[src/hw/dsu_pkg.sv]
// Shared constants and types of the debug serial port
package dsu_pkg;
  // Register addresses
  localparam logic [15:0] DSU_ADDR_LINE_STATUS = 16'hc028;
  localparam logic [15:0] DSU_ADDR_BYTE_LOW = 16'hc029;
  localparam logic [15:0] DSU_ADDR_BYTE_HIGH = 16'hc02a;
  localparam logic [15:0] DSU_ADDR_BIT_RATE_DIVIDER = 16'hc02b;
  // Status field positions
  localparam int DSU_ST_RECEIVE_OVERRUN = 3;
  localparam int DSU_ST_RECEIVE_FULL = 2;
  localparam int DSU_ST_TRANSMIT_FULL = 1;
  localparam int DSU_ST_TRANSMITTER_RUNNING = 0;
  // Divider field positions
  localparam int DSU_FIRST_DIVIDER_LSB = 8;
  localparam int DSU_SECOND_DIVIDER_LSB = 0;
  // Reset values
  localparam logic [15:0] DSU_DIVIDER_RESET = 16'h0000;
  localparam logic [7:0] DSU_BYTE_RESET = 8'h00;
  // Frame layout
  localparam logic [3:0] DSU_FRAME_LAST_BIT = 4'h9;
  localparam logic [2:0] DSU_DATA_LAST_BIT = 3'h7;
  // Register port request
  typedef struct packed {
    logic [15:0] addr;
    logic [15:0] wdata;
    logic wr;
    logic rd;
  } dsu_bus_req_type;
  typedef enum logic [1:0] {DSU_RX_IDLE, DSU_RX_START, DSU_RX_DATA, DSU_RX_STOP} dsu_rx_state_type;
  typedef enum logic {DSU_TX_IDLE, DSU_TX_SHIFT} dsu_tx_state_type;
endpackage

[src/hw/dsu_uart.sv]
// Debug serial port: registers, divider, transmitter and receiver
// What this block does
// RL1 - Frames are 8 data, no parity, 1 stop
// RL2 - Idle high, start, LSB first, stop
// RL3 - Overrun set when new byte replaces unread
// RL4 - Receive full while unread byte held
// RL5 - Transmit full while holding register occupied
// RL6 - Running flag while shift register sends
// RL7 - Low data read: byte low, zeros high
// RL8 - Data read clears receive full
// RL9 - Receive interrupt on each byte transfer
// RL10 - Low data write takes bits 7:0
// RL11 - Idle write starts frame, transmit interrupt
// RL12 - Busy write held until frame ends
// RL13 - High data uses bits 15:8
// RL14 - Divider resets to zero
// RL15 - Upper byte first, lower byte second
// RL16 - Software keeps second divider 6..255
// RL17 - Bit rate clock over (D1+1)*D2
// RL18 - Idle receiver starts on falling edge
// RL19 - Sample data bits mid-bit, LSB first
// RL20 - Good stop bit transfers and flags
// RL21 - Receiver samples on first stage clock
// RL22 - Software never writes while transmit full
// RL23 - Bad stop bit drops the byte
`timescale 1ns/10ps
`default_nettype none
module dsu_uart (
  // Clock and reset
  input wire logic clk_sys_i,
  input wire logic rstn_i,
  // Register port
  input wire dsu_pkg::dsu_bus_req_type bus_i,
  output logic [15:0] rdata_o,
  // Serial line
  input wire logic rxd_i,
  output logic txd_o,
  // Interrupt requests
  output logic tx_irq_o,
  output logic rx_irq_o
);

  function automatic logic period_end(input logic [7:0] cnt, input logic [7:0] lim);
    period_end = (lim == 8'h00) ? 1'b1 : (cnt == lim - 8'h01);
  endfunction

  logic [15:0] div_r;
  logic [7:0] first_div;
  logic [7:0] second_div;
  logic [7:0] cnt1_r;
  logic tick1;
  logic [15:0] rdata_r;
  logic wr_low;
  logic wr_high;
  logic wr_byte;
  logic rd_data;
  logic [7:0] wbyte;
  dsu_pkg::dsu_tx_state_type tx_state_r;
  logic [9:0] tx_shift_r;
  logic [3:0] tx_bit_r;
  logic [7:0] tx_cnt_r;
  logic [7:0] tx_hold_r;
  logic txfull_r;
  logic tx_irq_r;
  logic tx_bit_end;
  logic frame_done;
  logic start_direct;
  logic start_hold;
  logic [7:0] tx_byte;
  dsu_pkg::dsu_rx_state_type rx_state_r;
  logic rx_prev_r;
  logic [7:0] rx_cnt_r;
  logic [2:0] rx_bits_r;
  logic [7:0] rx_shift_r;
  logic [7:0] rx_hold_r;
  logic rxfull_r;
  logic overrun_r;
  logic rx_irq_r;
  logic rx_take;
  logic [3:0] status;

  // RL15 - Divider fields
  assign first_div = div_r[dsu_pkg::DSU_FIRST_DIVIDER_LSB +: 8];
  assign second_div = div_r[dsu_pkg::DSU_SECOND_DIVIDER_LSB +: 8];

  // Register decode
  assign wr_low = bus_i.wr && (bus_i.addr == dsu_pkg::DSU_ADDR_BYTE_LOW);
  assign wr_high = bus_i.wr && (bus_i.addr == dsu_pkg::DSU_ADDR_BYTE_HIGH);
  assign wr_byte = wr_low || wr_high;
  assign rd_data = bus_i.rd && ((bus_i.addr == dsu_pkg::DSU_ADDR_BYTE_LOW) ||
                                (bus_i.addr == dsu_pkg::DSU_ADDR_BYTE_HIGH));
  // RL10 RL13 - Byte lane select
  assign wbyte = wr_high ? bus_i.wdata[15:8] : bus_i.wdata[7:0];

  // RL14 - Divider register reset
  always_ff @(posedge clk_sys_i or negedge rstn_i) begin
    if (!rstn_i) begin
      div_r <= dsu_pkg::DSU_DIVIDER_RESET;
    end else if (bus_i.wr && (bus_i.addr == dsu_pkg::DSU_ADDR_BIT_RATE_DIVIDER)) begin
      div_r <= bus_i.wdata;
    end
  end

  // RL17 RL21 - First stage divider
  assign tick1 = (cnt1_r >= first_div);
  always_ff @(posedge clk_sys_i or negedge rstn_i) begin
    if (!rstn_i) begin
      cnt1_r <= 8'h00;
    end else if (tick1) begin
      cnt1_r <= 8'h00;
    end else begin
      cnt1_r <= cnt1_r + 8'h01;
    end
  end

  // RL3 RL4 RL5 RL6 - Status assembly
  always_comb begin
    status = 4'h0;
    status[dsu_pkg::DSU_ST_RECEIVE_OVERRUN] = overrun_r;
    status[dsu_pkg::DSU_ST_RECEIVE_FULL] = rxfull_r;
    status[dsu_pkg::DSU_ST_TRANSMIT_FULL] = txfull_r;
    status[dsu_pkg::DSU_ST_TRANSMITTER_RUNNING] = (tx_state_r == dsu_pkg::DSU_TX_SHIFT);
  end

  // RL7 RL13 - Read data mux
  always_ff @(posedge clk_sys_i or negedge rstn_i) begin
    if (!rstn_i) begin
      rdata_r <= 16'h0000;
    end else if (bus_i.rd) begin
      case (bus_i.addr)
        dsu_pkg::DSU_ADDR_LINE_STATUS: rdata_r <= {12'h000, status};
        dsu_pkg::DSU_ADDR_BYTE_LOW: rdata_r <= {8'h00, rx_hold_r};
        dsu_pkg::DSU_ADDR_BYTE_HIGH: rdata_r <= {rx_hold_r, 8'h00};
        dsu_pkg::DSU_ADDR_BIT_RATE_DIVIDER: rdata_r <= div_r;
        default: rdata_r <= 16'h0000;
      endcase
    end else begin
      rdata_r <= 16'h0000;
    end
  end

  // Transmit start conditions
  assign tx_bit_end = tick1 && period_end(tx_cnt_r, second_div);
  assign frame_done = (tx_state_r == dsu_pkg::DSU_TX_SHIFT) && tx_bit_end &&
                      (tx_bit_r == dsu_pkg::DSU_FRAME_LAST_BIT);
  // RL11 - Idle write starts
  assign start_direct = wr_byte && (tx_state_r == dsu_pkg::DSU_TX_IDLE) && !txfull_r;
  // RL12 - Held byte starts
  assign start_hold = txfull_r && ((tx_state_r == dsu_pkg::DSU_TX_IDLE) || frame_done);
  assign tx_byte = txfull_r ? tx_hold_r : wbyte;

  // RL5 RL12 - Holding register
  always_ff @(posedge clk_sys_i or negedge rstn_i) begin
    if (!rstn_i) begin
      txfull_r <= 1'b0;
      tx_hold_r <= dsu_pkg::DSU_BYTE_RESET;
    end else if (start_hold) begin
      txfull_r <= 1'b0;
    end else if (wr_byte && (tx_state_r == dsu_pkg::DSU_TX_SHIFT) && !txfull_r) begin
      txfull_r <= 1'b1;
      tx_hold_r <= wbyte;
    end
  end

  // RL1 RL2 RL6 - Transmit shifter
  always_ff @(posedge clk_sys_i or negedge rstn_i) begin
    if (!rstn_i) begin
      tx_state_r <= dsu_pkg::DSU_TX_IDLE;
      tx_shift_r <= 10'h3ff;
      tx_bit_r <= 4'h0;
      tx_cnt_r <= 8'h00;
    end else if (start_direct || start_hold) begin
      tx_state_r <= dsu_pkg::DSU_TX_SHIFT;
      tx_shift_r <= {1'b1, tx_byte, 1'b0};
      tx_bit_r <= 4'h0;
      tx_cnt_r <= 8'h00;
    end else begin
      case (tx_state_r)
        dsu_pkg::DSU_TX_SHIFT: begin
          if (tx_bit_end) begin
            tx_cnt_r <= 8'h00;
            tx_shift_r <= {1'b1, tx_shift_r[9:1]};
            tx_bit_r <= tx_bit_r + 4'h1;
            if (frame_done) begin
              tx_state_r <= dsu_pkg::DSU_TX_IDLE;
            end
          end else if (tick1) begin
            tx_cnt_r <= tx_cnt_r + 8'h01;
          end
        end
        default: begin
          tx_shift_r <= 10'h3ff;
        end
      endcase
    end
  end

  // RL11 - Transmit interrupt pulse
  always_ff @(posedge clk_sys_i or negedge rstn_i) begin
    if (!rstn_i) begin
      tx_irq_r <= 1'b0;
    end else begin
      tx_irq_r <= start_direct || start_hold;
    end
  end

  // RL20 - Good stop bit
  assign rx_take = (rx_state_r == dsu_pkg::DSU_RX_STOP) && tick1 &&
                   period_end(rx_cnt_r, second_div) && rxd_i;

  // Receive edge history
  always_ff @(posedge clk_sys_i or negedge rstn_i) begin
    if (!rstn_i) begin
      rx_prev_r <= 1'b1;
    end else begin
      rx_prev_r <= rxd_i;
    end
  end

  // RL18 RL19 RL21 RL23 - Receive sequencer
  always_ff @(posedge clk_sys_i or negedge rstn_i) begin
    if (!rstn_i) begin
      rx_state_r <= dsu_pkg::DSU_RX_IDLE;
      rx_cnt_r <= 8'h00;
      rx_bits_r <= 3'h0;
      rx_shift_r <= dsu_pkg::DSU_BYTE_RESET;
    end else begin
      case (rx_state_r)
        dsu_pkg::DSU_RX_IDLE: begin
          rx_cnt_r <= 8'h00;
          // RL18 - Falling edge detect
          if (rx_prev_r && !rxd_i) begin
            rx_state_r <= dsu_pkg::DSU_RX_START;
          end
        end
        dsu_pkg::DSU_RX_START: begin
          if (tick1 && period_end(rx_cnt_r, second_div >> 1)) begin
            rx_cnt_r <= 8'h00;
            rx_bits_r <= 3'h0;
            rx_state_r <= rxd_i ? dsu_pkg::DSU_RX_IDLE : dsu_pkg::DSU_RX_DATA;
          end else if (tick1) begin
            rx_cnt_r <= rx_cnt_r + 8'h01;
          end
        end
        dsu_pkg::DSU_RX_DATA: begin
          // RL19 - Mid-bit sampling
          if (tick1 && period_end(rx_cnt_r, second_div)) begin
            rx_cnt_r <= 8'h00;
            rx_shift_r <= {rxd_i, rx_shift_r[7:1]};
            rx_bits_r <= rx_bits_r + 3'h1;
            if (rx_bits_r == dsu_pkg::DSU_DATA_LAST_BIT) begin
              rx_state_r <= dsu_pkg::DSU_RX_STOP;
            end
          end else if (tick1) begin
            rx_cnt_r <= rx_cnt_r + 8'h01;
          end
        end
        dsu_pkg::DSU_RX_STOP: begin
          // RL23 - Stop bit check
          if (tick1 && period_end(rx_cnt_r, second_div)) begin
            rx_cnt_r <= 8'h00;
            rx_state_r <= dsu_pkg::DSU_RX_IDLE;
          end else if (tick1) begin
            rx_cnt_r <= rx_cnt_r + 8'h01;
          end
        end
        default: begin
          rx_state_r <= dsu_pkg::DSU_RX_IDLE;
        end
      endcase
    end
  end

  // RL3 RL4 RL8 RL9 RL20 - Receive holding and flags
  always_ff @(posedge clk_sys_i or negedge rstn_i) begin
    if (!rstn_i) begin
      rx_hold_r <= dsu_pkg::DSU_BYTE_RESET;
      rxfull_r <= 1'b0;
      overrun_r <= 1'b0;
      rx_irq_r <= 1'b0;
    end else begin
      rx_irq_r <= rx_take;
      if (rx_take) begin
        rx_hold_r <= rx_shift_r;
        overrun_r <= rxfull_r;
        rxfull_r <= 1'b1;
      end else if (rd_data) begin
        rxfull_r <= 1'b0;
      end
    end
  end

  assign rdata_o = rdata_r;
  assign txd_o = tx_shift_r[0];
  assign tx_irq_o = tx_irq_r;
  assign rx_irq_o = rx_irq_r;

endmodule // dsu_uart
`default_nettype wire
[config.mk]
export PLATFORM = sky130hd
export DESIGN_NAME = dsu_uart
export DESIGN_NICKNAME = d
export VERILOG_FILES = /design/src/hw/dsu_pkg.sv /design/src/hw/dsu_uart.sv
export SDC_FILE = /design/constraint.sdc
export NUM_CORES = 1
export LEC_CHECK = 0
export BUFFER_PORTS_ARGS = -buffer_cell sky130_fd_sc_hd__buf_2
export CAP_MARGIN = 10
export CORE_AREA = 10 10 99 119
export CTS_CLUSTER_DIAMETER = 40
export CTS_CLUSTER_SIZE = 12
export DETAILED_ROUTE_END_ITERATION = 10
export DIE_AREA = 0 0 109 129
export PLACE_DENSITY_LB_ADDON = 0.2
export SYNTH_ARGS = -nofsm -noshare
export SYNTH_HDL_FRONTEND = slang
export SYNTH_SLANG_ARGS = --single-unit
[constraint.sdc]
create_clock -name clk_sys_i -period 5.1 [get_ports clk_sys_i]
set_input_delay 1.02 -clock clk_sys_i [delete_from_list [all_inputs] [get_ports clk_sys_i]]
set_output_delay 1.02 -clock clk_sys_i [all_outputs]
set_load 0.02 [all_outputs]
# Yosys cells after proc, flatten, opt, wreduce, memory -nomap -nowiden
# Cells that the tools add are included.
[totals]
regBits = 106
in_bits = 37
out_inout_bits = 19
[classes]
addsub = 7
order_cmp = 1
eq_ne = 18
muxes = 40
bitwise_logic = 2
n_reduce_logical = 40
[ops]
columns = ["op", "n"]
rows = [
  ["8-bit 2-to-1 mux", 10],
  ["16-bit equality test (second input constant)", 4],
  ["16-bit case mux with 4 select lines", 1],
  ["10-bit 2-to-1 mux", 3],
  ["8-bit by 1-bit adder with 8-bit output (second input constant)", 3],
  ["8-bit equality test", 3],
  ["8-bit case mux with 3 select lines", 1],
  ["1-bit logical AND", 18],
  ["8-bit zero test", 2],
  ["16-bit 2-to-1 mux", 1],
  ["2-bit 2-to-1 mux", 6],
  ["4-bit 2-to-1 mux", 3],
  ["1-bit 2-to-1 mux", 11],
  ["2-bit nonzero test", 5],
  ["8-bit >= comparator", 1],
  ["2-bit != test (second input constant)", 4],
  ["2-bit case mux with 4 select lines", 1],
  ["2-bit AND reduction", 4],
  ["7-bit by 1-bit subtractor with 8-bit output (second input constant)", 1],
  ["8-bit by 1-bit subtractor with 8-bit output (second input constant)", 1],
  ["3-bit 2-to-1 mux", 2],
  ["3-bit case mux with 2 select lines", 1],
  ["5-bit AND reduction", 1],
  ["4-bit by 1-bit adder with 4-bit output (second input constant)", 1],
  ["14 further kinds", 20],
]

# Depth between registers and ports, before layout
# Gate-level depths: netlist of the first run.
[logic_depth]
word_depth = 11
ltp_mapped = 12
ltp_nobuf = 9

# Worst setup path after synthesis of the first run
# Ideal clock, no wire load.
[synth_timing]
path_type = "input-to-reg"
from = "in bus_i[28] (netlist bit)"
to = "reg tx_bit_r[2]"
t_arrival_ns = 2.719
required_time_ns = 4.970
setup_slack_ns = 2.251
stages = 8
path_buffers = 1
cell_sequence = "nor4b_1 nand4_1 o31a_1 nor3_1 nand4_1 nand2_1 buf_4 a21oi_1"
[synth_via]
elab_chain_len = 8
[synth_lines]
columns = ["item", "line_no", "text"]
rows = [
  ["from (decl)", "dsu_uart.sv:33", "input wire dsu_pkg::dsu_bus_req_type bus_i,"],
  ["16-bit equality test (on tied branches)", "dsu_uart.sv:87, dsu_uart.sv:88", ""],
  ["1-bit logical AND (on tied branches)", "dsu_uart.sv:87, dsu_uart.sv:88", ""],
  ["1-bit logical OR *", "dsu_uart.sv:89", "assign wr_byte = wr_low || wr_high;"],
  ["1-bit logical AND * (2 in a row)", "dsu_uart.sv:147", "assign start_direct = wr_byte && (tx_state_r == dsu_pkg::DSU_TX_IDLE) && !txfull_r;"],
  ["1-bit logical OR *", "dsu_uart.sv:172", "end else if (start_direct || start_hold) begin"],
  ["2-bit nonzero test (no line)", "n/a", ""],
  ["2-bit AND reduction (no line)", "n/a", ""],
  ["to (signal assigned)", "dsu_uart.sv:183", "tx_bit_r <= tx_bit_r + 4'h1;"],
  ["to (decl)", "dsu_uart.sv:60", "logic [3:0] tx_bit_r;"],
]
# Every way passes the cells marked *; elsewhere a longest branch is shown, timed or not.
# A chain may end at the register's enable or synchronous reset.

# Worst setup path in the final report of the first run
[layout_timing]
from = "reg div_r[2]"
to = "reg tx_bit_r[3]"
[layout_via]
elab_chain_len = 11
[layout_lines]
columns = ["item", "line_no", "text"]
rows = [
  ["from (decl)", "dsu_uart.sv:47", "logic [15:0] div_r;"],
  ["from (signal assigned)", "dsu_uart.sv:98", "div_r <= dsu_pkg::DSU_DIVIDER_RESET;"],
  ["from (signal assigned)", "dsu_uart.sv:100", "div_r <= bus_i.wdata;"],
  ["8-bit by 1-bit subtractor with 8-bit output", "dsu_uart.sv:44", "period_end = (lim == 8'h00) ? 1'b1 : (cnt == lim - 8'h01);"],
  ["8-bit equality test", "dsu_uart.sv:44", ""],
  ["1-bit 2-to-1 mux *", "dsu_uart.sv:44", ""],
  ["1-bit logical AND *", "dsu_uart.sv:143", "assign tx_bit_end = tick1 && period_end(tx_cnt_r, second_div);"],
  ["1-bit logical AND (2 in a row)", "dsu_uart.sv:144", "assign frame_done = (tx_state_r == dsu_pkg::DSU_TX_SHIFT) && tx_bit_end &&"],
  ["1-bit logical OR", "dsu_uart.sv:149", "assign start_hold = txfull_r && ((tx_state_r == dsu_pkg::DSU_TX_IDLE) || frame_done);"],
  ["1-bit logical AND", "dsu_uart.sv:149", ""],
  ["1-bit logical OR", "dsu_uart.sv:172", ""],
  ["2-bit nonzero test (no line)", "n/a", ""],
  ["2-bit AND reduction (no line)", "n/a", ""],
]
# Marks and branches as above.

==> flow_metrics.tcl, run 1 <==
set metrics [dict create \
    tightestPinTransition_ns 1.02 \
    period_share_pct 70.0 \
    design_area_mm2 0.00649 \
    synthAdderAreaFrac_pct 3.81 \
    pre_cts_ws_ns 1.58 \
    irDropWorstVdd_uv 226 \
    setup-violations-final 0 \
    ys.flop_type "dfrtp_1" \
    synth_top_family_by_area "simple AND/OR/NAND/NOR gates" \
    fmax_mhz 280 \
    cpPeakStageDelay_ns 0.49 \
    fin_util_pct 69.0 \
    crit_family "simple AND/OR/NAND/NOR gates" \
    holdWs_ns 0.466 \
    synth_fp_nets 661 \
    synth_mux_area_share_pct 8.93 \
    drtIter0Drc 344 \
    seqCellArea_mm2 0.00264 \
    multi_input_comb_area_mm2 0.00296 \
    yosysWarnings 0 \
    leakagePower_nw 3.15 \
    setup_tns_ns 0 \
    wire_per_inst_um 18.3 \
    synth.yosys.seq_area_share_pct 44.7 \
    grt_pass1_wl_um 23500 \
    synth_seq_cells 105 \
    finalHoldViolCount 0 \
    p_per_area_mw_per_mm2 247 \
    avgSynthCellArea_um2 9.75 \
    io_buffer_count 55 \
    grt_pass1_vias 4675 \
    drv_slew 0 \
    async_flop_share_pct 100 \
    cts_max_level 3 \
    ios 56 \
    die_area_mm2 0.0141 \
    critPathMaxFanout 17 \
    place_hpwl_um 10200 \
    path_clk_slew_ns 0.07 \
    yosys.area.top_type "dfrtp_1" \
    synth_cell_types 71 \
    cts_setup_buffers 0 \
    synth_top_area_share_pct 40.2 \
    hold_buffers 0 \
    cts_sinks 105 \
    rsz0062_at_grt "false" \
    cts_tree "yes" \
    crit_chain "inv_1 > ha_1 > nor4b_4 > and2_1 > xnor2_1 > a211oi_2 > a21oi_2 > buf_4 > or4_1 > a21oi_1" \
    synthTopCellsByArea "dfrtp_1, dfstp_2, mux2i_1" \
    yosysMostFrequentCell "dfrtp_1" \
    die_w_um 109 \
    grt_max_degree 64 \
    antenna_cells 0 \
    synthesis.area_mm2 0.00591 \
    num_rows 39 \
    power.total_mw 1.61 \
    post_cts_resized 0 \
    synthCells 606 \
    synth_xor_area_share_pct 5.72 \
    clock_latency_ns 0.35 \
    gp_congestion 0.912 \
    grt-ovfl-total 0 \
    r2r_setup_slack_ns 1.53 \
    cp.required_ns 5.36 \
    antenna_found_initial 0 \
    initial_core_util_pct 62.7 \
    wl_um 14000 \
    cp_num_buf_inv 2 \
    synth_commonest_cells "dfrtp_1, nor2_1, nand2_1" \
    dp_cells 749 \
    startpoint_type "register" \
    cpMaxStageDelayCell "dfrtp_1" \
    clock_tree.root_cell "clkbuf_16" \
    synth-edff-count 0 \
    slew_headroom_pct 31.8 \
    areaGrowthSynthToFinish_pct 9.91 \
    clk_path_buf_depth 2 \
    via_count 4563 \
    core_area_mm2 0.00942 \
    synth_compound_area_share_pct 14.9 \
    crit_type "reg2reg" \
    drv_cap 0 \
    end_kind "register" \
    drtAntennaViolNets 0 \
    drive_above_1_share_pct 17.3 \
    yosys.area_share.simple_pct 16.6 \
    fin_skew_ns 0.00964 \
    place_area_mm2 0.00618 \
    layout.nets 692 \
    hold_class "reg2reg" \
    die_h_um 129 \
    first_pass_iters 5 \
    gr-usage-all-layers_pct 20.7 \
    cts_inserted_buffers 9 \
    layout.cells.non_filler 765 \
    drc 0 \
    timing.final.ws_setup_ns 1.53 \
    n_fill_cell 733 \
    via_per_inst 5.96 \
    outcome "completed" \
    final.min_clock_period_ns 3.57 \
    cp.arrival_ns 3.83 \
]
cell families after synthesis:
group	Yosys count
xor+xnor	37
buf+inv	72
flops	105
simple gates	187
compound gates	140
mux	47
fa+ha+maj	18
worst paths after layout:
check	depth (start not counted)	end	startpoint
hold / removal	2	tx_shift_r[7]$_DFFE_PN1P_	tx_shift_r[7]$_DFFE_PN1P_
min in group asynchronous	1	rx_cnt_r[1]$_DFF_PN0_	rstn_i
hold reg to reg	2	tx_shift_r[7]$_DFFE_PN1P_	tx_shift_r[7]$_DFFE_PN1P_
setup reg to reg	10	tx_bit_r[3]$_DFFE_PN0P_	div_r[2]$_DFFE_PN0P_
setup / recovery	10	tx_bit_r[3]$_DFFE_PN0P_	div_r[2]$_DFFE_PN0P_
max in group asynchronous	2	tx_hold_r[0]$_DFFE_PN0P_	rstn_i
routing by layer:
| layer | vias up | global-route usage, % | wire length, um |
|---|---|---|---|
| met1 | 2256 | 27.2 | 6070 |
| li1 | 2199 | - | - |
| met5 | - | 0 | 0 |
| met3 | 10 | 4.05 | 675 |
| met4 | 0 | 6.84 | 138 |
| met2 | 98 | 33.5 | 7120 |
final cells by class:
type	instances	share of cell area, %
clock buffers	9	3.47
repair buffers	59	4.74
clock inverters	7	1.33
multi-input cells	429	45.5
well taps	123	2.37
flip-flops and latches	105	40.6
inverters	33	1.91
cells in the final DEF, fill, tap and decap left out, drive strengths merged, types with 5 or more instances in the layout:
master  netlist  layout
nand2        44      44
xnor2        22      22
nor3         10      10
clkbuf       23       9
o21a          8       8
mux2i        25      25
mux2         22      22
nand3        24      24
nand2b        9       9
xor2         14      14
nand4         7       7
and3          7       7
a21oi        36      36
ha           18      18
nor2         50      50
o22a          5       5
dfstp        10      10
inv          32      34
buf          16      59
a31oi         9       9
o22ai         9       9
dfrtp        95      95
o21ai        44      44
power by group:
group          total [mW]  leakage, nW  internal [mW]  switching [mW]
clock               0.717        0.150          0.390           0.327
combinational      0.0549         1.66         0.0199          0.0350
sequential          0.834         1.34          0.833        0.000575
total                1.61         3.15           1.24           0.362
worst reg2reg max path, stage by stage (launching register included):
cell and delay (ns):
dfrtp_1 0.49, inv_1 0.22, ha_1 0.39, nor4b_4 0.43
and2_1 0.24, xnor2_1 0.13, a211oi_2 0.44, a21oi_2 0.27
buf_4 0.27, or4_1 0.47, a21oi_1 0.16
flip-flops by register name (all words and copies together) (netlist names), named ones only:
register,flops
rx_hold_r,8
overrun_r,1
rx_prev_r,1
rx_shift_r,8
rx_bits_r,3
tx_shift_r,9
rdata_o,16
tx_irq_o,1
rx_irq_o,1
div_r,16
rx_cnt_r,8
tx_hold_r,8
tx_cnt_r,8
cnt1_r,8
tx_state_r,1
rxfull_r,1
txfull_r,1
rx_state_r,1
tx_bit_r,4
Power figures use the tool's default switching activity.
==> run 2, diff against run 1 <==
Settings changed: ABC_AREA set to 1, CORE_AREA 10 10 99 119 to 10 10 108 129, DIE_AREA 0 0 109 129 to 0 0 118 139.
Clock period 5.1 ns to 2.97 ns, I/O delays scaled along.
==> flow_metrics.tcl, run 2 <==
set metrics [dict create \
    outcome "completed" \
    drc 0 \
    hold_buffers 0 \
    io_buffer_count 55 \
    path_clk_slew_ns 0.07 \
    cp.required_ns 3.20 \
    combPwrFrac_pct 15.1 \
    avgSynthCellArea_um2 8.17 \
    finalHoldViolCount 0 \
    synth_cell_types 46 \
    n_fill_cell 1051 \
    synth_top_area_share_pct 39.4 \
    p_seq_share_pct 51.9 \
    via_count 5064 \
    die_area_mm2 0.0164 \
    synthTopCellsByArea "dfrtp_1, nand2_1, nand3_1" \
    synthCells 739 \
    synth_seq_cells 105 \
    async_flop_share_pct 100 \
    layout.nets 848 \
    grt_pass1_vias 5032 \
    first_pass_iters 4 \
    antenna_cells 0 \
    grt_max_degree 51 \
    clk_path_buf_depth 2 \
    hold_class "in2async" \
    cts_max_level 3 \
    final_common_cell "nand2_1" \
    wl_um 14400 \
    place_area_mm2 0.00645 \
    p_switching_uw 966 \
    post_cts_resized 0 \
    cts_tree "yes" \
    rsz0062_at_grt "false" \
    drive_above_1_share_pct 18.0 \
    synth_commonest_cells "nand2_1, dfrtp_1, inv_1" \
    die_h_um 139 \
    ios 56 \
    drv_cap 0 \
    num_rows 43 \
    end_kind "register" \
    clock_latency_ns 0.35 \
    tightestPinTransition_ns 0.670 \
    cp.arrival_ns 2.94 \
    synthesis.area_mm2 0.00604 \
    final_cell_mix "nand2_1, dfrtp_1, inv_1" \
    synth-edff-count 0 \
    antenna_found_initial 0 \
    setup_tns_ns 0 \
    switching_share_pct 29.4 \
    p_per_area_mw_per_mm2 490 \
    irDropWorstVdd_uv 285 \
    wire_per_inst_um 15.1 \
    fin_skew_ns 0.0137 \
    gp_congestion 0.902 \
    drtIter0Drc 280 \
    place_hpwl_um 11300 \
    synth.yosys.seq_area_share_pct 43.7 \
    core_area_mm2 0.0114 \
    slew_headroom_pct 55.3 \
    cts_sinks 105 \
    cts_setup_buffers 0 \
    setup-violations-final 0 \
    initial_core_util_pct 52.9 \
    fmax_mhz 369 \
    drtAntennaViolNets 0 \
    startpoint_type "register" \
    timing.rr.start "div_r[1]$_DFFE_PN0P_" \
    clock_tree.root_cell "clkbuf_16" \
    synth_fp_nets 794 \
    yosysWarnings 0 \
    yosysMostFrequentCell "nand2_1" \
    areaGrowthSynthToFinish_pct 11.2 \
    ys.flop_type "dfrtp_1" \
    die_w_um 118 \
    final.min_clock_period_ns 2.71 \
    critPathMaxFanout 19 \
    clockPowerShare_pct 33.1 \
    internal_power_mw 2.32 \
    timing.rr.end "rx_bits_r[0]$_DFFE_PN0P_" \
    design_area_mm2 0.00671 \
    via_per_inst 5.30 \
    gr-usage-all-layers_pct 17.8 \
    period_share_pct 91.3 \
    grt-ovfl-total 0 \
    r2r_setup_slack_ns 0.26 \
    crit_start "div_r[1]$_DFFE_PN0P_" \
    grt_pass1_wl_um 24400 \
    leakagePower_nw 3.50 \
    ff2ff_path_depth 17 \
    crit_type "reg2reg" \
    drv_slew 0 \
    cts_inserted_buffers 9 \
    yosys.area.top_type "dfrtp_1" \
]
[run 2: cell types whose count changed after synthesis, moves of 10 or more]
| cell | delta |
|---|---|
| a21oi_1 | -26 |
| a22oi_1 | +13 |
| clkbuf_1 | -19 |
| inv_1 | +54 |
| mux2i_1 | -25 |
| nand2_1 | +160 |
| nand3_1 | +47 |
| nand4_1 | +15 |
| o21ai_0 | -25 |
| o21ai_1 | +10 |
| xnor2_1 | -19 |
[run 2: cell type report]
| cell class | count | area [um2] | area share [%] |
|---|---|---|---|
| multi-input cells | 521 | 2920 | 43.4 |
| flip-flops and latches | 105 | 2640 | 39.3 |
| inverters | 94 | 354 | 5.27 |
| repair buffers | 62 | 343 | 5.11 |
| clock buffers | 11 | 233 | 3.47 |
| well taps | 157 | 196 | 2.93 |
| clock inverters | 5 | 32.5 | 0.485 |
[run 2: logic make-up (layout without fill, tap and decap cells)]
group                    after synthesis  after routing  share of synthesized area, %
flip-flops                           105            105                          43.7
AND/OR/NAND/NOR                      395            395                          30.2
adder cells (fa/ha/maj)               18             18                          3.73
AO/OA/AOI/OAI                         71             71                          7.57
buffers and inverters                113            172                          8.00
multiplexers                          23             23                          4.71
XOR/XNOR                              14             14                          2.03
[run 2: worst max path at each step]
stage	to	cells past startpoint
after floorplan	div_r[10]$_DFFE_PN0P_	8
after global placement	rx_bits_r[0]$_DFFE_PN0P_	17
after detailed placement	rx_bits_r[0]$_DFFE_PN0P_	17
after CTS	rx_bits_r[0]$_DFFE_PN0P_	17
after global routing	rx_bits_r[0]$_DFFE_PN0P_	17
final	rx_bits_r[0]$_DFFE_PN0P_	17
[run 2: routing by layer]
| layer | vias up | share of wire [%] | track usage (%) |
|---|---|---|---|
| met3 | 14 | 4.3 | 3.26 |
| li1 | 2507 | - | - |
| met2 | 113 | 49 | 30.1 |
| met4 | 0 | 1.6 | 5.08 |
| met5 | - | 0 | 0 |
| met1 | 2430 | 45 | 22.7 |
[run 2: power groups by stage]
stage / clock, mW / sequential (mW) / combinational (mW)
floorplan: 0 / 1.68 / 0.380
global placement: 0 / 1.72 / 0.484
detailed placement: 0 / 1.72 / 0.505
CTS: 1.11 / 1.70 / 0.503
global route: 1.17 / 1.71 / 0.569
finish: 1.09 / 1.70 / 0.495
[run 2: per-stage QoR]
step	worst slack [ns]	total power [mW]	utilization [%]	hold slack [ns]	cells
floorplan	0.845	2.06	-	0.298	739
detailed placement	0.239	2.23	56.5	0.458	939
global placement	0.250	2.20	56.5	0.456	939
CTS	0.236	3.31	58.8	0.307	955
global route	0.0569	3.45	58.9	0.325	955
finish	0.257	3.29	58.9	0.278	955
[run 2: critical path: stages, from the launching register on]
cell      delay [ns]
dfrtp_1         0.44
inv_1           0.20
ha_2            0.32
inv_1           0.08
nor2_1          0.24
nand3_1         0.14
nand2_1         0.12
nand3_1         0.09
nand2_1         0.07
nor2_1          0.05
nand3_1         0.06
nand2_1         0.12
nand2_2         0.13
clkinv_2        0.10
nand2_4         0.17
nand2_1         0.13
nand3_1         0.09
o21ai_1         0.07
